## src/rtl/vfd_scan_pkg.sv

```systemverilog
// constants, field layouts and types for the display scan controller
// assumes a 50 ns system clock; no import, every use is pkg::name
package vfd_scan_pkg;
   // word layout
   localparam int WORD_W   = 9;
   localparam int DATA_W   = 8;
   localparam int CTRL_W   = 5;
   localparam int DUTY_W   = 6;
   localparam int BUF_WORDS = 16;
   localparam int FIFO_WORDS = 8;
   localparam int KIND_BIT = 8;
   // control word prefixes, word bits 7 down
   localparam logic [1:0] DUTY_PREFIX  = 2'h1;
   localparam logic [2:0] COUNT_PREFIX = 3'h4;
   localparam logic [3:0] PTR_PREFIX   = 4'hC;
   localparam logic [2:0] CTRL_PREFIX  = 3'h0;
   // control register fields
   localparam int TIME_LSB = 0;
   localparam int CFG_BIT  = 2;
   localparam int MODE_LSB = 3;
   // reset values: 32 digits, 64 cycles, bypass, 16-digit
   localparam logic [4:0] PTR_RST   = 5'h00;
   localparam logic [4:0] COUNT_RST = 5'h00;
   localparam logic [5:0] DUTY_RST  = 6'h00;
   localparam logic [4:0] CTRL_RST  = 5'h00;
   // timing
   localparam int SYS_CLK_PERIOD_NS        = 50;
   localparam int INTERNAL_CLOCK_PERIOD_NS = 10000;
   localparam int CYCLE_TICKS = INTERNAL_CLOCK_PERIOD_NS / 2 / SYS_CLK_PERIOD_NS;
   localparam logic [5:0] OFF_CYCLES  = 6'h03;
   localparam logic [5:0] DUTY_OFFSET = 6'h02;
   // decoder modes
   typedef enum logic [1:0] {
      BYPASS_MODE          = 2'h0,
      RESERVED_MODE        = 2'h1,
      UPPER_CODE_HALF_MODE = 2'h2,
      LOWER_CODE_HALF_MODE = 2'h3
   } decoder_mode_t;
   // scan states, one-hot
   typedef enum logic [1:0] {
      SCAN_HALT = 2'h1,
      SCAN_RUN  = 2'h2
   } scan_state_t;
endpackage : vfd_scan_pkg

```

## src/rtl/vfd_scan_control_decoder.sv

```systemverilog
// serial word receiver, control decoder and multiplex scan timing
// assumes serial pins are asynchronous to i_sys_clk and are synchronised here
// What this block does
// words arrive msb first on the serial link; load strobe hands one over.
// ninth bit zero means display data; low eight bits go to the buffer.
// pointer increments after each data store; wraps at programmed digit count.
// reset turns drivers off, clears duty and pointer, 32 digits, 64 cycles, halted.
// pointer word loads low five bits; codes D0-DF are ignored.
// digit count word loads low five bits; zero means 32 grids.
// scan strobes grids in order from position zero to the last counted one.
// counts above sixteen add phantom slots, up to 32 slots in total.
// during phantom slots all sixteen real strobes stay off.
// slot length is 8, 16, 32 or 64 internal cycles of half a period.
// each slot ends with at least three all-off cycles.
// duty word stores six bits; on-time is value minus two, clamped.
// word with upper three data bits zero loads the control register.
// time field 00=64, 01=16, 10=32, 11=8 cycles per grid.
// digit time is 64 after reset until the host changes it.
// middle bit picks 16 or 8 digit layout; top two bits the decoder mode.
// 16-digit layout: word n decoded onto segments while strobe n is on.
// 8-digit layout: word 2k direct, word 2k+1 decoded, on strobe k.
// bypass drives each data bit onto two adjacent segment outputs.
// mode 10 uses codes 64 to 127, mode 11 uses codes 0 to 63.
// in 64-code modes the top two data bits drive the last two segments.
// the host never selects the reserved decoder mode 01.
// control words take effect at the next slot boundary, or at once while halted.
`timescale 1ns/100ps
`default_nettype none
module vfd_scan_control_decoder #(
   parameter int                CYCLE_TICKS = vfd_scan_pkg::CYCLE_TICKS,
   parameter int                FIFO_DEPTH  = vfd_scan_pkg::FIFO_WORDS,
   parameter logic [128*14-1:0] GLYPH_TABLE = '0
) (
   input  wire logic        i_sys_clk,
   input  wire logic        i_resetn,
   input  wire logic        i_serial_clk,
   input  wire logic        i_serial_data,
   input  wire logic        i_word_load_strobe,
   output logic      [7:0]  o_grid_strobes,
   output logic      [7:0]  o_direct_outputs,
   output logic      [15:0] o_decoded_segment_outputs,
   output logic             o_word_ready
);
   // prescaler width; counts 0 up to CYCLE_TICKS-1
   localparam int TW = $clog2(CYCLE_TICKS);
   localparam logic [TW-1:0] TICK_LAST = TW'(CYCLE_TICKS - 1);

   // pin synchronisers: bit 0 clock, bit 1 data, bit 2 load
   logic [2:0] pin_meta_reg;
   logic [2:0] pin_sync_reg;
   logic [2:0] pin_prev_reg;
   logic       sclk_rise;
   logic       load_rise;

   logic [8:0] shift_reg;
   logic       fifo_in_ready;
   logic       fifo_out_valid;
   logic       fifo_out_ready;
   logic [8:0] fifo_out_data;

   logic [8:0] pend_reg;
   logic       pend_valid_reg;
   logic       apply;

   logic [4:0] ptr_reg;
   logic [4:0] count_reg;
   logic [5:0] duty_reg;
   logic [4:0] ctrl_reg;
   logic [7:0] buf_mem [vfd_scan_pkg::BUF_WORDS];

   vfd_scan_pkg::scan_state_t state_reg;
   vfd_scan_pkg::scan_state_t state_next;

   logic [TW-1:0] tick_reg;
   logic          cyc_tick;
   logic [5:0]    cyc_reg;
   logic [5:0]    slot_last;
   logic          slot_end;
   logic [4:0]    slot_reg;
   logic [4:0]    slot_inc;
   logic [4:0]    ptr_inc;
   logic [5:0]    on_time;
   logic          drive_on;

   logic [7:0]  dec_data;
   logic [15:0] dec_segments;
   logic [7:0]  grid_next;
   logic [7:0]  direct_next;
   logic [15:0] seg_next;
   logic [15:0] strobe16;

   // cycles per grid from the time field
   function automatic logic [5:0] slot_last_of(input logic [1:0] code);
      unique case (code)
         2'h0: slot_last_of = 6'h3F; // 64 cycles
         2'h1: slot_last_of = 6'h0F; // 16 cycles
         2'h2: slot_last_of = 6'h1F; // 32 cycles
         2'h3: slot_last_of = 6'h07; // 8 cycles
      endcase
   endfunction : slot_last_of

   // two flip-flops on every pin, a third for edge finding
   always_ff @(posedge i_sys_clk) begin
      if (!i_resetn) begin
         pin_meta_reg <= 3'h0;
         pin_sync_reg <= 3'h0;
         pin_prev_reg <= 3'h0;
      end else begin
         pin_meta_reg <= {i_word_load_strobe, i_serial_data, i_serial_clk};
         pin_sync_reg <= pin_meta_reg;
         pin_prev_reg <= pin_sync_reg;
      end
   end

   // rising edges of the synchronised link clock and load pins
   assign sclk_rise = pin_sync_reg[0] && !pin_prev_reg[0];
   assign load_rise = pin_sync_reg[2] && !pin_prev_reg[2];

   // serial shift, msb first
   always_ff @(posedge i_sys_clk) begin
      if (!i_resetn) begin
         shift_reg <= 9'h000;
      end else if (sclk_rise) begin
         shift_reg <= {shift_reg[7:0], pin_sync_reg[1]};
      end
   end

   // readiness of the word buffer seen by the host
   always_ff @(posedge i_sys_clk) begin
      if (!i_resetn) begin
         o_word_ready <= 1'b0;
      end else begin
         o_word_ready <= fifo_in_ready;
      end
   end

   // words queue here while control words wait for a slot boundary
   word_fifo #(
      .WIDTH (vfd_scan_pkg::WORD_W),
      .DEPTH (FIFO_DEPTH)
   ) u_word_fifo (
      .i_sys_clk   (i_sys_clk),
      .i_resetn    (i_resetn),
      .i_in_valid  (load_rise),
      .o_in_ready  (fifo_in_ready),
      .i_in_data   (shift_reg),
      .o_out_valid (fifo_out_valid),
      .i_out_ready (fifo_out_ready),
      .o_out_data  (fifo_out_data)
   );

   // drain stalls while a control word is pending
   assign fifo_out_ready = !pend_valid_reg;

   // pending control word holder
   always_ff @(posedge i_sys_clk) begin
      if (!i_resetn) begin
         pend_reg       <= 9'h000;
         pend_valid_reg <= 1'b0;
      end else if (apply) begin
         pend_valid_reg <= 1'b0;
      end else if (fifo_out_valid && fifo_out_ready && fifo_out_data[vfd_scan_pkg::KIND_BIT]) begin
         pend_reg       <= fifo_out_data;
         pend_valid_reg <= 1'b1;
      end
   end

   // halted: apply at once; running: at slot end
   assign apply = pend_valid_reg && (state_reg == vfd_scan_pkg::SCAN_HALT || slot_end);

   // display data store
   always_ff @(posedge i_sys_clk) begin
      if (!i_resetn) begin
         for (int i = 0; i < vfd_scan_pkg::BUF_WORDS; i++) begin
            buf_mem[i] <= 8'h00;
         end
      end else if (fifo_out_valid && fifo_out_ready && !fifo_out_data[vfd_scan_pkg::KIND_BIT]
                   && !ptr_reg[4]) begin
         buf_mem[ptr_reg[3:0]] <= fifo_out_data[7:0];
      end
   end

   // pointer wraps when it reaches the digit count; 0 means 32
   assign ptr_inc = ptr_reg + 5'h01;

   // buffer pointer
   always_ff @(posedge i_sys_clk) begin
      if (!i_resetn) begin
         ptr_reg <= vfd_scan_pkg::PTR_RST;
      end else if (apply && pend_reg[7:4] == vfd_scan_pkg::PTR_PREFIX) begin
         ptr_reg <= pend_reg[4:0];
      end else if (fifo_out_valid && fifo_out_ready && !fifo_out_data[vfd_scan_pkg::KIND_BIT]) begin
         ptr_reg <= (ptr_inc == count_reg) ? 5'h00 : ptr_inc;
      end
   end

   // digit count, duty and control registers
   always_ff @(posedge i_sys_clk) begin
      if (!i_resetn) begin
         count_reg <= vfd_scan_pkg::COUNT_RST;
         duty_reg  <= vfd_scan_pkg::DUTY_RST;
         ctrl_reg  <= vfd_scan_pkg::CTRL_RST;
      end else if (apply) begin
         if (pend_reg[7:5] == vfd_scan_pkg::COUNT_PREFIX) begin
            count_reg <= pend_reg[4:0];
         end
         if (pend_reg[7:6] == vfd_scan_pkg::DUTY_PREFIX) begin
            duty_reg <= pend_reg[5:0];
         end
         if (pend_reg[7:5] == vfd_scan_pkg::CTRL_PREFIX) begin
            ctrl_reg <= pend_reg[4:0];
         end
      end
   end

   // scan leaves halt on the first duty word
   always_comb begin
      state_next = state_reg;
      unique case (state_reg)
         vfd_scan_pkg::SCAN_HALT: begin
            if (apply && pend_reg[7:6] == vfd_scan_pkg::DUTY_PREFIX) begin
               state_next = vfd_scan_pkg::SCAN_RUN;
            end
         end
         vfd_scan_pkg::SCAN_RUN: begin
            state_next = vfd_scan_pkg::SCAN_RUN;
         end
         default: begin
            state_next = vfd_scan_pkg::SCAN_HALT;
         end
      endcase
   end

   // scan state
   always_ff @(posedge i_sys_clk) begin
      if (!i_resetn) begin
         state_reg <= vfd_scan_pkg::SCAN_HALT;
      end else begin
         state_reg <= state_next;
      end
   end

   // internal cycle prescaler, half the internal clock period
   always_ff @(posedge i_sys_clk) begin
      if (!i_resetn || state_reg != vfd_scan_pkg::SCAN_RUN) begin
         tick_reg <= '0;
      end else if (cyc_tick) begin
         tick_reg <= '0;
      end else begin
         tick_reg <= tick_reg + 1'b1;
      end
   end

   // internal cycle tick, cycle length and slot end
   assign cyc_tick  = (tick_reg == TICK_LAST);
   assign slot_last = slot_last_of(ctrl_reg[vfd_scan_pkg::TIME_LSB +: 2]);
   assign slot_end  = cyc_tick && (cyc_reg == slot_last);

   // cycle position within the slot
   always_ff @(posedge i_sys_clk) begin
      if (!i_resetn || state_reg != vfd_scan_pkg::SCAN_RUN) begin
         cyc_reg <= 6'h00;
      end else if (slot_end) begin
         cyc_reg <= 6'h00;
      end else if (cyc_tick) begin
         cyc_reg <= cyc_reg + 6'h01;
      end
   end

   // slot index runs 0 up to the digit count minus one, then restarts
   assign slot_inc = slot_reg + 5'h01;

   // slot index register
   always_ff @(posedge i_sys_clk) begin
      if (!i_resetn || state_reg != vfd_scan_pkg::SCAN_RUN) begin
         slot_reg <= 5'h00;
      end else if (slot_end) begin
         slot_reg <= (slot_inc == count_reg) ? 5'h00 : slot_inc;
      end
   end

   // on-time: duty minus two, at least zero, at most slot minus three
   always_comb begin
      on_time = (duty_reg > vfd_scan_pkg::DUTY_OFFSET) ?
                duty_reg - vfd_scan_pkg::DUTY_OFFSET : 6'h00;
      if (on_time > slot_last - vfd_scan_pkg::OFF_CYCLES + 6'h01) begin
         on_time = slot_last - vfd_scan_pkg::OFF_CYCLES + 6'h01;
      end
   end

   // drivers on only while running and inside the on-time
   assign drive_on = (state_reg == vfd_scan_pkg::SCAN_RUN) && (cyc_reg < on_time);

   // word feeding the decoder for this slot
   assign dec_data = ctrl_reg[vfd_scan_pkg::CFG_BIT] ?
                     buf_mem[{slot_reg[2:0], 1'b1}] : buf_mem[slot_reg[3:0]];

   // glyph lookup or bypass doubling for the slot's word
   char_decoder #(
      .GLYPH_TABLE (GLYPH_TABLE)
   ) u_char_decoder (
      .i_mode     (ctrl_reg[vfd_scan_pkg::MODE_LSB +: 2]),
      .i_data     (dec_data),
      .o_segments (dec_segments)
   );

   // one strobe per real slot, sixteen wide
   assign strobe16 = 16'h0001 << slot_reg[3:0];

   // driver pattern for the current slot
   always_comb begin
      grid_next   = 8'h00;
      direct_next = 8'h00;
      seg_next    = 16'h0000;
      if (drive_on) begin
         if (!ctrl_reg[vfd_scan_pkg::CFG_BIT]) begin
            if (!slot_reg[4]) begin // phantom slots stay dark
               grid_next   = strobe16[7:0];
               direct_next = strobe16[15:8];
               seg_next    = dec_segments;
            end
         end else if (slot_reg[4:3] == 2'h0) begin
            grid_next   = strobe16[7:0];
            direct_next = buf_mem[{slot_reg[2:0], 1'b0}];
            seg_next    = dec_segments;
         end
      end
   end

   // registered drivers, all off in reset and halt
   always_ff @(posedge i_sys_clk) begin
      if (!i_resetn) begin
         o_grid_strobes            <= 8'h00;
         o_direct_outputs          <= 8'h00;
         o_decoded_segment_outputs <= 16'h0000;
      end else begin
         o_grid_strobes            <= grid_next;
         o_direct_outputs          <= direct_next;
         o_decoded_segment_outputs <= seg_next;
      end
   end
endmodule : vfd_scan_control_decoder
`default_nettype wire

```

## src/rtl/word_fifo.sv

```systemverilog
// small synchronous fifo with valid/ready on both sides
// assumes one clock, synchronous active-low reset
`timescale 1ns/100ps
`default_nettype none
module word_fifo #(
   parameter int WIDTH = 9,
   parameter int DEPTH = 8
) (
   input  wire logic             i_sys_clk,
   input  wire logic             i_resetn,
   input  wire logic             i_in_valid,
   output logic                  o_in_ready,
   input  wire logic [WIDTH-1:0] i_in_data,
   output logic                  o_out_valid,
   input  wire logic             i_out_ready,
   output logic      [WIDTH-1:0] o_out_data
);
   localparam int AW = $clog2(DEPTH);
   logic [WIDTH-1:0] mem [DEPTH];
   logic [AW-1:0]    wr_ptr_reg;
   logic [AW-1:0]    rd_ptr_reg;
   logic [AW:0]      fill_reg;
   logic             push;
   logic             pop;

   // honest full and empty from the fill count
   assign o_in_ready  = (fill_reg != (AW+1)'(DEPTH));
   assign o_out_valid = (fill_reg != '0);
   assign o_out_data  = mem[rd_ptr_reg];
   assign push = i_in_valid && o_in_ready;
   assign pop  = o_out_valid && i_out_ready;

   // storage write
   always_ff @(posedge i_sys_clk) begin
      if (push) begin
         mem[wr_ptr_reg] <= i_in_data;
      end
   end

   // pointers and fill level
   always_ff @(posedge i_sys_clk) begin
      if (!i_resetn) begin
         wr_ptr_reg <= '0;
         rd_ptr_reg <= '0;
         fill_reg   <= '0;
      end else begin
         if (push) wr_ptr_reg <= wr_ptr_reg + 1'b1;
         if (pop)  rd_ptr_reg <= rd_ptr_reg + 1'b1;
         if (push && !pop) fill_reg <= fill_reg + 1'b1;
         else if (pop && !push) fill_reg <= fill_reg - 1'b1;
      end
   end
endmodule : word_fifo
`default_nettype wire

```

## src/rtl/char_decoder.sv

```systemverilog
// character decoder: bypass doubling or 64-code glyph lookup
// assumes glyph contents are supplied through GLYPH_TABLE
`timescale 1ns/100ps
`default_nettype none
module char_decoder #(
   parameter logic [128*14-1:0] GLYPH_TABLE = '0
) (
   input  wire logic [1:0]  i_mode,
   input  wire logic [7:0]  i_data,
   output logic      [15:0] o_segments
);
   logic [6:0] code;

   // upper half mode picks codes 64..127
   assign code = {i_mode == vfd_scan_pkg::UPPER_CODE_HALF_MODE, i_data[5:0]};

   // segment pattern per mode
   always_comb begin
      o_segments = 16'h0000;
      unique case (i_mode)
         vfd_scan_pkg::BYPASS_MODE: begin
            for (int n = 0; n < 8; n++) begin
               o_segments[2*n]   = i_data[n];
               o_segments[2*n+1] = i_data[n];
            end
         end
         vfd_scan_pkg::UPPER_CODE_HALF_MODE,
         vfd_scan_pkg::LOWER_CODE_HALF_MODE: begin
            o_segments[13:0]  = GLYPH_TABLE[code*14 +: 14];
            o_segments[15:14] = i_data[7:6];
         end
         vfd_scan_pkg::RESERVED_MODE: begin
            o_segments = 16'h0000; // undefined glyphs, shown blank
         end
      endcase
   end
endmodule : char_decoder
`default_nettype wire

```

## config.mk

```make
export PLATFORM = sky130hd
export DESIGN_NAME = vfd_scan_control_decoder
export DESIGN_NICKNAME = d
export VERILOG_FILES = /design/src/rtl/vfd_scan_pkg.sv /design/src/rtl/vfd_scan_control_decoder.sv /design/src/rtl/word_fifo.sv /design/src/rtl/char_decoder.sv
export SDC_FILE = /design/constraint.sdc
export NUM_CORES = 1
export LEC_CHECK = 0
export BUFFER_PORTS_ARGS = -buffer_cell sky130_fd_sc_hd__buf_4
export CORE_ASPECT_RATIO = 0.7
export CORE_MARGIN = 1.5
export CORE_UTILIZATION = 45
export DETAILED_ROUTE_END_ITERATION = 8
export REMOVE_ABC_BUFFERS = 1
export SYNTH_ARGS = -nofsm -noshare
export SYNTH_HDL_FRONTEND = slang
export SYNTH_SLANG_ARGS = --single-unit
```

## constraint.sdc

```tcl
create_clock -name i_sys_clk -period 3.3 [get_ports i_sys_clk]
set_input_delay 0.33 -clock i_sys_clk [delete_from_list [all_inputs] [get_ports i_sys_clk]]
set_output_delay 0.33 -clock i_sys_clk [all_outputs]
set_load 0.02 [all_outputs]
```

# Word-level counts from Yosys, hierarchy flattened
# Memory sizes are Yosys's and may differ from the RTL's. A register that Yosys moved wholly into a read port is not among the register bits.
# Index checks and enable logic that the tools add are counted.
[op_classes] add_sub_neg=11 n_mul=1 n_lt_le_gt_ge=3 n_eq_ne=18 shift=2 muxes=39 n_bitwise=2 n_reduce_logical=41
[op_table] op="variable part select 1792 x 12 -> 14 bit, first input constant" count=1
[op_table] op="two-way mux 8 bit" count=8
[op_table] op="two-way mux 16 bit" count=3
[op_table] op="case mux 16 bit (3 select lines)" count=1
[op_table] op="two-way mux 4 bit" count=9
[op_table] op="case mux 6 bit (4 select lines)" count=1
[op_table] op="two-way mux 5 bit" count=4
[op_table] op="left shift 1 x 4 -> 16 bit, first input constant" count=1
[op_table] op="logical AND 1 bit" count=14
[op_table] op="adder 6 x 1 -> 6 bit, second input constant" count=2
[op_table] op="two-way mux 6 bit" count=2
[op_table] op="subtractor 6 x 2 -> 6 bit, second input constant" count=2
[op_table] op="adder 5 x 1 -> 5 bit, second input constant" count=2
[op_table] op="equality test 2 bit, second input constant" count=5
[op_table] op="equality test 5 bit" count=2
[op_table] op="multiplier 7 x 3 -> 10 bit, second input constant" count=1
[op_table] op="AND reduction 2 bit" count=5
[op_table] op="equality test 2 x 1 -> 1 bit, second input constant" count=4
[op_table] op="logical NOT 1 bit" count=8
[op_table] op="OR reduction 2 bit" count=4
[op_table] op="OR reduction 8 bit" count=1
[op_table] op="adder 7 x 1 -> 7 bit, second input constant" count=1
[op_table] op="equality test 7 bit, second input constant" count=1
[op_table] op="two-way mux 1 bit" count=7
[op_table] op="21 further kinds" count=28
[word_totals] ff_bits=111 ram_bits=200 input_bits=5 output_inout_bits=33 elab_cells=140 mem_count=2
[memory_table] memory="buf_mem" words=16 width=8 rd=3 rd_clocked_by_memory_dff=3 write_ports=16 line="vfd_scan_control_decoder.sv:69" rtl="logic [7:0] buf_mem [vfd_scan_pkg::BUF_WORDS];"
[memory_table] memory="u_word_fifo.mem" words=8 width=9 rd=1 rd_clocked_by_memory_dff=1 write_ports=1 line="word_fifo.sv:19" rtl="logic [WIDTH-1:0] mem [DEPTH];"

# Logic depth before layout (Yosys ltp)
# Gate-level depths: netlist (run 1).
[logic_depth] word_depth=9 depth_mapped=18 mapped_depth_nobuf=17

# Hierarchy
# From an unflattened synthesis (run 1), not the netlist that was laid out.
[hier_totals] cells_unflattened=1126 hier_area_um2=14949.3
[modules_own_cells] mod="vfd_scan_control_decoder" n_inst=1 cells_per_inst=931 area_per_inst_um2=11362.1 seq_area_each_um2=5925.7
[modules_own_cells] mod="word_fifo" n_inst=1 cells_per_inst=177 area_per_inst_um2=3450.8 seq_area_each_um2=2422.3
[modules_own_cells] mod="char_decoder" n_inst=1 cells_per_inst=18 area_per_inst_um2=136.4 seq_area_each_um2=0.0

# Least setup slack after synthesis (run 1)
# Ideal clock, no wire load.
[synth_path] path_kind="flip-flop to flip-flop" start="reg duty_reg[5]" end="reg o_decoded_segment_outputs[13]" setup_time_ns=0.092 t_arrival_ns=3.441 required_time_ns=3.208 path_slack_ns=-0.233 stages_incl_launch_ff=15 n_path_buf=1 synth_period_minus_slack_ns=3.533 cell_sequence="dfxtp_1 -> or4_4 -> a21oi_4 -> nor2_1 -> ha_1 -> nand4b_1 -> o32a_2 -> nor2_1 -> a21oi_1 -> ha_1 -> and4_1 -> a211oi_1 -> o211ai_4 -> buf_6 -> nor4_1"
[synth_via] elab_chain_cells=7 elab_cells_between_ends=8 cone_classes="1 x add/sub; 3 x order compare; 2 x mux; 2 x reduce/logical"
[synth_lines] element="from (decl)" line="vfd_scan_control_decoder.sv:67" rtl="logic [5:0] duty_reg;"
[synth_lines] element="from (signal assigned)" line="vfd_scan_control_decoder.sv:201" rtl="duty_reg <= vfd_scan_pkg::DUTY_RST;"
[synth_lines] element="from (signal assigned)" line="vfd_scan_control_decoder.sv:208" rtl="duty_reg <= pend_reg[5:0];"
[synth_lines] element="subtractor 6 x 2 -> 6 bit or > comparator 6 x 2 -> 1 bit (tied branches)" line="vfd_scan_control_decoder.sv:285, vfd_scan_control_decoder.sv:284"
[synth_lines] element="two-way mux 6 bit *" line="vfd_scan_control_decoder.sv:284" rtl="on_time = (duty_reg > vfd_scan_pkg::DUTY_OFFSET) ?"
[synth_lines] element="> comparator 6 bit" line="vfd_scan_control_decoder.sv:286" rtl="if (on_time > slot_last - vfd_scan_pkg::OFF_CYCLES + 6'h01) begin"
[synth_lines] element="two-way mux 6 bit *" line="vfd_scan_control_decoder.sv:286"
[synth_lines] element="< comparator 6 bit *" line="vfd_scan_control_decoder.sv:292" rtl="assign drive_on = (state_reg == vfd_scan_pkg::SCAN_RUN) && (cyc_reg < on_time);"
[synth_lines] element="logical AND 1 bit *" line="vfd_scan_control_decoder.sv:292"
[synth_lines] element="AND reduction 2 bit (no source line) *"
[synth_lines] element="to (signal assigned)" line="vfd_scan_control_decoder.sv:339" rtl="o_decoded_segment_outputs <= seg_next;"
[synth_lines] element="to (decl)" line="vfd_scan_control_decoder.sv:41" rtl="output logic [15:0] o_decoded_segment_outputs,"
# Every way passes the cells marked *; elsewhere a longest branch is shown, timed or not.
# A chain may end at the register's enable or synchronous reset.

# Worst setup path in the final report (run 1)
[layout_path] start="reg duty_reg[4]" end="reg o_direct_outputs[3]"
[layout_via] elab_chain_cells=7 elab_cells_between_ends=8 cone_classes="1 x add/sub; 3 x order compare; 2 x mux; 2 x reduce/logical"
[layout_lines] element="subtractor 6 x 2 -> 6 bit or > comparator 6 x 2 -> 1 bit (tied branches)" line="vfd_scan_control_decoder.sv:285, vfd_scan_control_decoder.sv:284"
[layout_lines] element="two-way mux 6 bit *" line="vfd_scan_control_decoder.sv:284"
[layout_lines] element="> comparator 6 bit" line="vfd_scan_control_decoder.sv:286"
[layout_lines] element="two-way mux 6 bit *" line="vfd_scan_control_decoder.sv:286"
[layout_lines] element="< comparator 6 bit *" line="vfd_scan_control_decoder.sv:292"
[layout_lines] element="logical AND 1 bit *" line="vfd_scan_control_decoder.sv:292"
[layout_lines] element="AND reduction 2 bit (no source line) *"
[layout_lines] element="to (signal assigned)" line="vfd_scan_control_decoder.sv:338" rtl="o_direct_outputs <= direct_next;"
[layout_lines] element="to (decl)" line="vfd_scan_control_decoder.sv:40" rtl="output logic [7:0] o_direct_outputs,"
# Marks and branches as above.

==> out/metrics.cfg, run 1 <==
[final_layout]
postLayoutCellArea_sq_um=16900
fin_cells=1653
antenna_cells=0
largest_reg_flops=128
regMostFlops=buf_mem
final_cell_mix=edfxtp_1 (200), nor2_1 (168), buf_4 (114)
seqCellArea_sq_um=8220
biggestRegsByFlops=buf_mem x128, u_word_fifo.mem x72
fin_nets=1242
final_common_cell=edfxtp_1
fillCellCount=2648
layout-drive-gt1-share_pct=26.0
synthToLayoutAreaGrowth_pct=17.1
final_util_pct=54.0
multi_input_area_sq_um=6030

[clocking]
cts_tree=done
worstSkewPairLatency_ps=580
clockBufferDepth=3
cts_inserted_buffers=31
cts_htree_levels=1
clkSinkCount=310
clkSlewWorstSetupHoldPaths_ps=60
cts_root_buf=clkbuf_16

[run]
maxCapViolCount=0

[sta]
rsz0062_at_grt=yes
finalSetupViolations=25
max_slew_margin_pct=33.9
fin_crit_sh_pct=112
drv_slew=0
max_freq_ghz=0.270
hold_viol=0
clock_skew_ps=16.7
finalCriticalPeriod_ps=3700
timing.setup.tns_ps=-8280
hold_slack_ps=77.5
tightestPinTransition_ps=992
fin_ws_ps=-402

[drt]
drc=0
vias=9147
routed-wl-met2_um=14400
top_layer=met4
dr.pass1.iters=5
routedWlPerCell_um=21.0
antenna_left=0
dr_wl_met3_um=3100
vias_per_cell=5.53
drtIter0Drc=921
wl_met1_um=16800
drt_wl_total_um=34700

[synth]
ys_warn_count=0
syn_avg_cell_area_sq_um=12.8
yosys.area.top_type=edfxtp_1
synthArstFlopShare_pct=0
netlist.area_leader.share_pct=41.6
ys_ff_latch=310
synth_area_sq_um=14500
yosys-top-cells-area=edfxtp_1 (42%), dfxtp_1 (15%), mux4_2 (12%)
synth_flop_cell=edfxtp_1
yosysUniqueCellTypes=63
synth_edf_count=200
ys_seq_area_share_pct=56.8
synthCells=1127

[setup_path]
cp-end-kind=flip-flop
path_cells=or4_4 -> a21oi_4 -> nor2_2 -> ha_1 -> nand4b_1 -> o32a_4 -> nor2_1 -> a21oi_2 -> ha_1 -> and4_4 -> a211oi_2 -> buf_4 -> o211ai_4 -> buf_6 -> buf_16 -> nor3_2
cp.required_ps=3810
worstPathMaxFanout=6
reg2regPathDepth=16
worstSetupPathType=flip-flop to flip-flop
critPathMaxStageDelay_ps=550
arrival_ps=4210
crit_top_cell=ha_1
cp_slowest_cell=or4_4
start_kind=flip-flop

[global_route]
antenna_found_initial=0
grt_start_max_net_pins=65
track_usage_pct=21.1
grt_pass1_vias=8612
overflow=0
grt_pass1_wl_um=53300

[power_and_ir_drop]
p_per_area_nw_per_um2=599
leakage_nw=6.05
ir_drop_mv=0.407

[placed_design]
placed_cells=1575
place_area_sq_um=15400
place.port_buffers=37
place_congestion=0.881
dp_hpwl_um=24400

[die]
initial_core_util_pct=46.1
rows=54
fp.coreArea_sq_um=31400
die_h_um=153
die_x_um=217
ios=38
die_area_sq_um=33200

[worst_hold_path]
holdCritPathClass=primary input to flip-flop
whs_path_depth=2

[status]
status=finished with violations
violations=setup timing

[Yosys cell counts (3+ instances only)]
cell type and n:
a211oi_1 4, mux4_2 77, inv_1 26, and3_1 4, edfxtp_1 200, nor2b_1 30
ha_1 28, nand2b_1 12, a21o_1 3, xnor2_1 20, nand2_1 82, or2_2 6
buf_2 34, mux2_2 11, buf_6 3, buf_1 3, clkbuf_1 25, nor3_1 15
mux2i_1 59, xor2_1 12, o21ai_0 21, nor4_1 15, nand3_1 12, a21boi_0 14
a31oi_1 5, and2_1 30, o22ai_1 3, a21oi_1 13, nand3_2 6, nor2_1 178
buf_4 11, nand4_1 7, a22oi_1 8, dfxtp_1 110
[critical path, delay by kind of cell, from the launching register on]
kind            cells  cell delay [ps]
compound gates      5              950
fa+ha+maj           2              620
buf+inv             3              460
flops               1              320
simple gates        6             1270
[per-stage QoR]
step / setup WS (ps) / power [W]
after detailed placement: -467 / 0.00670
after global placement: -281 / 0.00668
after floorplan: -574 / 0.00588
after CTS: -341 / 0.0102
after global routing: -545 / 0.0106
final: -402 / 0.0101
[worst paths after layout]
kind / from / to / slack, ps
min reg2reg: pin_meta_reg[2] / pin_sync_reg[2] / 430
min: i_resetn / state_reg[0] / 80
max: duty_reg[4] / o_direct_outputs[3] / -400
max reg2reg: duty_reg[4] / o_direct_outputs[3] / -400
[area by class of cell]
| class | instances | share of cell area [%] |
|---|---|---|
| clock inverters | 8 | 0.362 |
| multi-input cells | 715 | 35.6 |
| repair buffers | 124 | 6.13 |
| well taps | 420 | 3.11 |
| inverters | 26 | 0.577 |
| flip-flops and latches | 310 | 48.6 |
| clock buffers | 50 | 5.63 |
[cells by family after synthesis]
family / count (synthesis) / synth area share [%]
AO/OA/AOI/OAI: 94 / 4.82
XOR/XNOR: 32 / 1.94
buffers and inverters: 102 / 3.39
multiplexers: 147 / 16.9
adder cells (fa/ha/maj): 29 / 2.56
flip-flops: 310 / 56.8
AND/OR/NAND/NOR: 413 / 13.5
[what timing repair did]
item	4_1_cts	5_1_grt
pin swaps	24	6
gates cloned	3	0
resized for setup	32	23
hold buffers	3	0
buffers inserted	11	3
hold endpoints to repair	3	0
endpoints found under the setup margin	25	25
[power breakdown]
part | internal (W) | total [W] | switching, W
clock | 0.00198 | 0.00348 | 0.00149
sequential | 0.00435 | 0.00457 | 0.000220
combinational | 0.000842 | 0.00209 | 0.00124
[per-layer routing]
metal	GRT usage (%)	vias up
li1	-	4277
met1	33.9	4518
met2	29.3	319
met3	4.96	33
met4	3.17	0
met5	0	-
No activity file was read; power rests on OpenSTA's default activity.
==> inputs of run 2 (changes only) <==
CAP_MARGIN = 10   (was unset)
SYNTH_HIERARCHICAL = 1   (was unset)
==> run 2 against run 1 <==
Net effect: the run ends with DRC, setup timing left; register-to-register slack better by 260 ps; via count is 0.32% lower; hold slack better by 150 ps; flip-flop and latch count grew 7; wire length rose by 0.84%; first-iteration DRC count fell by 26%; non-clock buffer count grew 3; synthesized cell count hardly changed; critical path depth up 2; design area rose by 2.9%; highest routed layer unchanged.
==> out/metrics.cfg, run 2 <==
[setup_path]
worstSetupPathType=flip-flop to flip-flop
timing.rr.end=o_decoded_segment_outputs[8]
worstPathMaxFanout=6  ; unchanged
start_kind=flip-flop
crit_path_end=o_decoded_segment_outputs[8]
cp.required_ps=3760  ; -50 ps
reg2regPathDepth=18  ; +2
r2r_start=duty_reg[1]
arrival_ps=3900  ; -310 ps
cp-end-kind=flip-flop
rrSetupSlack_ps=-140  ; +260 ps
startpoint=duty_reg[1]

[final_layout]
biggestRegsByFlops=buf_mem x128, u_word_fifo/mem x72, o_decoded_segment_outputs x16
regMostFlops=buf_mem
final_cell_mix=edfxtp_1 (200), and2_1 (146), buf_4 (116)
layout-drive-gt1-share_pct=25.5  ; -0.57 points
fin_nets=1251  ; +0.72%
largest_reg_flops=128  ; unchanged
antenna_cells=0  ; unchanged
final_common_cell=edfxtp_1
fillCellCount=2729  ; +3.1%
postLayoutCellArea_sq_um=17400  ; +2.9%
synthToLayoutAreaGrowth_pct=16.4

[sta]
max_slew_margin_pct=34.6  ; +0.69 points
hold_viol=0  ; unchanged
drv_slew=0  ; unchanged
fin_crit_sh_pct=104  ; -7.9 points
max_freq_ghz=0.291  ; +7.6%
fin_ws_ps=-142  ; +260 ps
tightestPinTransition_ps=980  ; -11.7 ps
rsz0062_at_grt=yes
finalSetupViolations=29  ; +16%
clock_skew_ps=10.3  ; -6.37 ps
finalCriticalPeriod_ps=3440  ; -260 ps

[drt]
drtIter0Drc=683  ; -26%
drt_wl_total_um=35000  ; +0.84%
antenna_left=0  ; unchanged
drc=2  ; +2
vias_per_cell=5.47  ; -1.2%
dr.pass1.iters=7  ; +2
routedWlPerCell_um=21.0  ; about the same
vias=9118  ; -0.32%

[die]
rows=55  ; +1.9%
die_x_um=221  ; +1.7%
ios=38  ; unchanged
fp.coreArea_sq_um=32500  ; +3.6%
initial_core_util_pct=46.0  ; -0.072 points
die_h_um=155  ; +1.7%
die_area_sq_um=34300  ; +3.4%

[placed_design]
place_congestion=0.823  ; -6.6%
place.port_buffers=37  ; unchanged
place_area_sq_um=15900  ; +3.4%
dp_hpwl_um=23100  ; -5.3%

[status]
violations=DRC, setup timing
status=finished with violations

[clocking]
clkSinkCount=317  ; +2.3%
cts_root_buf=clkbuf_16
cts_inserted_buffers=30  ; -3.2%
cts_htree_levels=1  ; unchanged
worstSkewPairLatency_ps=570  ; about the same
clockBufferDepth=3  ; unchanged
cts_tree=done
clkSlewWorstSetupHoldPaths_ps=60  ; about the same

[power_and_ir_drop]
power.total_w=0.00996  ; -1.7%
p_per_area_nw_per_um2=572  ; -4.4%
leakage_nw=6.38  ; +5.5%
ir_drop_mv=0.420  ; +3.3%

[synth]
synthCells=1126  ; -0.089%
synthMuxAreaShare_pct=17.4  ; +0.42 points
synth_area_sq_um=14900  ; +3.4%
ys_ff_latch=317  ; +2.3%
ys_seq_area_share_pct=55.8  ; -0.95 points
synthSimpleGateAreaFrac_pct=15.2  ; +1.6 points
syn_avg_cell_area_sq_um=13.3  ; +3.5%
synthArstFlopShare_pct=0  ; unchanged
synth-xor-area-share_pct=1.76  ; -0.18 points
yosys-top-cells-area=edfxtp_1 (40%), dfxtp_1 (16%), mux4_2 (11%)
synth_flop_cell=edfxtp_1
netlist.area_leader.share_pct=40.2  ; -1.4 points
yosysUniqueCellTypes=70  ; +11%
ys_warn_count=6  ; +6
synth-compound-area-share_pct=4.39  ; -0.44 points
synth_top_family_by_area=multiplexers
yosysMostFrequentCell=edfxtp_1
yosys.area.top_type=edfxtp_1
synth_edf_count=200  ; unchanged
synth_commonest_cells=edfxtp_1 (200), and2_1 (146), dfxtp_1 (117), nor2_1 (81)
yosys.area_share.adder_pct=2.48  ; -0.085 points

[worst_hold_path]
holdCritPathClass=primary input to flip-flop

[run]
maxCapViolCount=0  ; unchanged

[global_route]
track_usage_pct=20.7  ; -0.44 points
antenna_found_initial=0  ; unchanged
grt_start_max_net_pins=53  ; -18%
grt_pass1_wl_um=54000  ; +1.3%
overflow=0  ; unchanged
grt_pass1_vias=8951  ; +3.9%

-- run 2: worst min-delay path by stage --
| stage | start | end | slack [ps] | depth (start not counted) |
|---|---|---|---|---|
| after floorplan | pin_meta_reg[0] | pin_sync_reg[0] | 410 | 1 |
| after global placement | pin_meta_reg[2] | pin_sync_reg[2] | 420 | 1 |
| final | i_resetn | pend_reg[1] | 230 | 2 |
| after CTS | i_resetn | count_reg[2] | 200 | 2 |
| after global routing | i_resetn | pend_reg[1] | 210 | 2 |
| after detailed placement | pin_meta_reg[0] | pin_sync_reg[0] | 430 | 1 |
-- run 2: layout make-up --
class / instances / area (sq um) / share of cell area [%]
Sequential cell: 317 / 8360 / 48.1
Multi-Input combinational cell: 715 / 6380 / 36.7
Timing Repair Buffer: 127 / 1050 / 6.03
Clock buffer: 46 / 861 / 4.95
Tap cell: 427 / 534 / 3.07
Clock inverter: 10 / 113 / 0.647
Inverter: 26 / 100 / 0.575
-- run 2: through the flow --
stage / utilization (%) / std cells / setup TNS (ps) / setup WS [ps] / hold slack (ps)
2_1_floorplan: - / 1058 / -58160 / -1340 / 412
3_3_place_gp: 49.1 / 1585 / -2950 / -127 / 424
3_5_place_dp: 49.1 / 1585 / -3160 / -144 / 425
4_1_cts: 53.2 / 1663 / -969 / -55.5 / 199
5_1_grt: 53.6 / 1668 / -8700 / -320 / 212
6_report: 53.6 / 1668 / -3300 / -142 / 230
-- run 2: metal layers --
metal | global-route usage (%) | up-vias | wire (um) | part of all wire, %
met5 | 0 | - | 0 | 0
met4 | 4.04 | 0 | 615 | 1.8
met3 | 2.53 | 44 | 1880 | 5.4
met2 | 32.6 | 214 | 15900 | 45
met1 | 31.0 | 4561 | 16600 | 47
li1 | - | 4299 | - | -
-- run 2: what timing repair did --
| item | CTS | global route |
|---|---|---|
| setup endpoints to repair | 31 | 31 |
| gates resized for setup | 33 | 24 |
| cloned | 2 | 0 |
| setup buffers | 17 | 6 |
| hold buffers | 3 | 0 |
| hold endpoints to repair | 3 | 0 |
| pin swaps | 6 | 10 |
-- run 2: cells by family (layout without fill, tap and decap cells) --
group,after synthesis,after routing
buffers and inverters,94,209
XOR/XNOR,30,30
flip-flops,317,317
multiplexers,139,139
adder cells (fa/ha/maj),29,29
AND/OR/NAND/NOR,419,419
AO/OA/AOI/OAI,98,98
-- run 2: worst max-delay path, stage by stage (launching register included) --
cell,delay (ps)
dfxtp_4,370
buf_6,130
a21oi_4,150
and3b_1,210
nor2_2,60
ha_1,280
nand4b_1,140
nor2_2,160
a21oi_2,90
a21oi_2,110
buf_4,150
buf_4,110
nand2_1,50
ha_1,260
o21ai_0,160
o31ai_4,490
buf_6,220
buf_12,150
nor2_4,30
-- run 2: report_power, final --
part | switching [W] | leakage [nW] | internal (W)
clock network | 0.00148 | 0.477 | 0.00195
logic | 0.00111 | 2.96 | 0.000798
registers | 0.000187 | 2.94 | 0.00442
total | 0.00278 | 6.38 | 0.00718
==> inputs of run 3 (changes only) <==
CELL_PAD_IN_SITES_DETAIL_PLACEMENT = 0   (was unset)
CELL_PAD_IN_SITES_GLOBAL_PLACEMENT = 1   (was unset)
CORE_MARGIN = unset   (was 1.5)
PLACE_DENSITY_LB_ADDON = 0.1   (was unset)
==> run 3 against run 2 <==
Net effect: sequential power hardly changed; the run still ends with DRC, setup timing left; design area is 0.20% lower; hold slack worse by 200 ps; register-to-register slack hardly changed; final cell count is 0.12% lower; clock skew is 10 ps higher; die area is 1.1% lower; clock power is 8.1% higher; clock-buffer cell count stayed put; largest power group unchanged; non-clock buffer count is 6 lower; global-route usage is 0.81 points higher.
==> out/metrics.cfg, run 3 (same netlist as run 2, synthesis figures left out) <==
[status]
status=finished with violations
violations=DRC, setup timing

[final_layout]
fin_nets=1250  ; -0.080%
final_cell_mix=edfxtp_1 (200), and2_1 (146), dfxtp_1 (112), buf_4 (112), mux4_2 (73)
final_common_cell=edfxtp_1
biggestRegsByFlops=buf_mem x128, u_word_fifo/mem x72, o_decoded_segment_outputs x16
synthToLayoutAreaGrowth_pct=16.2
fin_cells=1666  ; -0.12%
regMostFlops=buf_mem
antenna_cells=0  ; unchanged
fillCellCount=2745  ; +0.59%
largest_reg_flops=128  ; unchanged
layout-drive-gt1-share_pct=25.0  ; -0.44 points

[drt]
routedWlPerCell_um=21.1  ; +0.26%
drtIter0Drc=548  ; -20%
drc=4  ; +2
dr.pass1.iters=6  ; -1
vias_per_cell=5.40  ; -1.2%
drt_wl_total_um=35100  ; +0.14%
vias=8997  ; -1.3%
antenna_left=0  ; unchanged

[clocking]
cts_tree=done
clkSinkCount=317  ; unchanged
clockBufferDepth=3  ; unchanged
worstSkewPairLatency_ps=520  ; -50 ps
cts_htree_levels=2  ; +1
clkSlewWorstSetupHoldPaths_ps=60  ; about the same
cts_root_buf=clkbuf_16
cts_inserted_buffers=34  ; +13%

[sta]
finalCriticalPeriod_ps=3450  ; +4.06 ps
clock_skew_ps=20.5  ; +10.2 ps
finalSetupViolations=30  ; +3.4%
hold_viol=0  ; unchanged
tightestPinTransition_ps=977  ; -3.35 ps
fin_ws_ps=-146  ; -4.06 ps
fin_crit_sh_pct=104  ; +0.12 points
max_freq_ghz=0.290  ; -0.12%
rsz0062_at_grt=yes
timing.setup.tns_ps=-3210  ; +90.9 ps
max_slew_margin_pct=34.8  ; +0.22 points
drv_slew=0  ; unchanged

[die]
rows=55  ; unchanged
die_area_sq_um=34000  ; -1.1%
die_h_um=154  ; -0.64%
fp.coreArea_sq_um=32500  ; unchanged
ios=38  ; unchanged
initial_core_util_pct=46.0  ; unchanged
die_x_um=220  ; -0.45%

[setup_path]
worst-path-stages=15  ; -3
cp-end-kind=flip-flop
cp.required_ps=3710  ; -50 ps
reg2regPathDepth=15  ; -3
crit_top_cell=nor2_2
arrival_ps=3860  ; -40 ps
path_cells=buf_4 -> nor2_2 -> and3b_2 -> nor2_2 -> ha_1 -> nand4b_1 -> nor2_2 -> a21oi_1 -> a21oi_1 -> buf_4 -> nand2_1 -> ha_1 -> o21ai_0 -> o31ai_4 -> nor4_1
start_kind=flip-flop
worstSetupPathType=flip-flop to flip-flop
critPathMaxStageDelay_ps=650  ; +160 ps
worstPathMaxFanout=5  ; -1
worst-path-buf-inv=2  ; -3
cp_top_family=simple AND/OR/NAND/NOR gates
cp_slowest_cell=o21ai_0

[run]
maxCapViolCount=0  ; unchanged

[global_route]
grt_pass1_vias=8996  ; +0.50%
antenna_found_initial=1  ; +1
grt_start_max_net_pins=51  ; -3.8%
grt_pass1_wl_um=54300  ; +0.61%
overflow=0  ; unchanged
track_usage_pct=21.5  ; +0.81 points

[placed_design]
place.port_buffers=37  ; unchanged
placed_cells=1589  ; +0.25%
place_congestion=0.823  ; about the same
dp_hpwl_um=23200  ; +0.42%

[power_and_ir_drop]
p_per_area_nw_per_um2=591  ; +3.3%
leakage_nw=6.37  ; -0.15%
ir_drop_mv=0.477  ; +14%
power.total_w=0.0103  ; +3.1%

[worst_hold_path]
holdCritPathClass=primary input to flip-flop
whs_path_depth=2  ; unchanged

## run 3: cell count changes in the layout (fill, tap and decap cells not counted), moves of 3 or more
cell	change
nor2_4	-7
clkbuf_16	+6
clkbuf_8	-3
nor2_2	+6
clkinv_1	+3
buf_4	-4
clkbuf_1	-3
## run 3: repair_timing
item	4_1_cts	5_1_grt
setup buffers	13	2
gates resized for setup	24	15
endpoints found under the hold margin	2	0
gates cloned	1	0
hold buffers	2	0
pin swaps	3	8
endpoints found under the setup margin	31	32
## run 3: final timing paths
path | to | slack (ps) | start
hold reg to reg | pin_sync_reg[2] | 430 | pin_meta_reg[2]
setup / recovery | o_grid_strobes[4] | -150 | duty_reg[3]
setup reg to reg | o_grid_strobes[4] | -150 | duty_reg[3]
hold / removal | pin_meta_reg[0] | 30 | i_serial_clk
## run 3: worst register-to-register path: cells and delay by family (launching register included)
kind | cells | cell delay, ps
buffers and inverters | 2 | 310
adder cells (fa/ha/maj) | 2 | 550
flip-flops | 1 | 330
AO/OA/AOI/OAI | 4 | 1070
AND/OR/NAND/NOR | 7 | 1090
## run 3: through the flow
step                util (%)  hold slack [ps]  setup slack, ps  area [sq um]
floorplan                  -              412            -1340         14600
global route            53.5             19.9             -355         17400
finish                  53.5             25.8             -146         17400
CTS                     53.3             2.10            -52.5         17300
global placement        49.2              415             -123         16000
detailed placement      49.2              418             -192         16000
## run 3: metal layers
layer  track usage (%)  part of all wire [%]  wire length [um]
met4              5.52                   2.0               708
met3              4.09                   5.1              1790
met1              30.8                    47             16400
met5                 0                     0                 0
met2              33.6                    46             16200
## run 3: cell type report
class / count / area (sq um) / share of cell area (%)
Timing Repair Buffer: 121 / 983 / 5.66
Multi-Input combinational cell: 716 / 6320 / 36.4
Clock inverter: 13 / 113 / 0.648
Sequential cell: 317 / 8360 / 48.1
Tap cell: 427 / 534 / 3.08
Inverter: 26 / 97.6 / 0.562
Clock buffer: 46 / 958 / 5.52
## run 3: where the power goes
group	internal [W]	total (W)	leakage, nW	switching [W]
registers	0.00443	0.00461	2.94	0.000186
logic	0.000809	0.00194	2.90	0.00113
clock network	0.00219	0.00372	0.528	0.00153
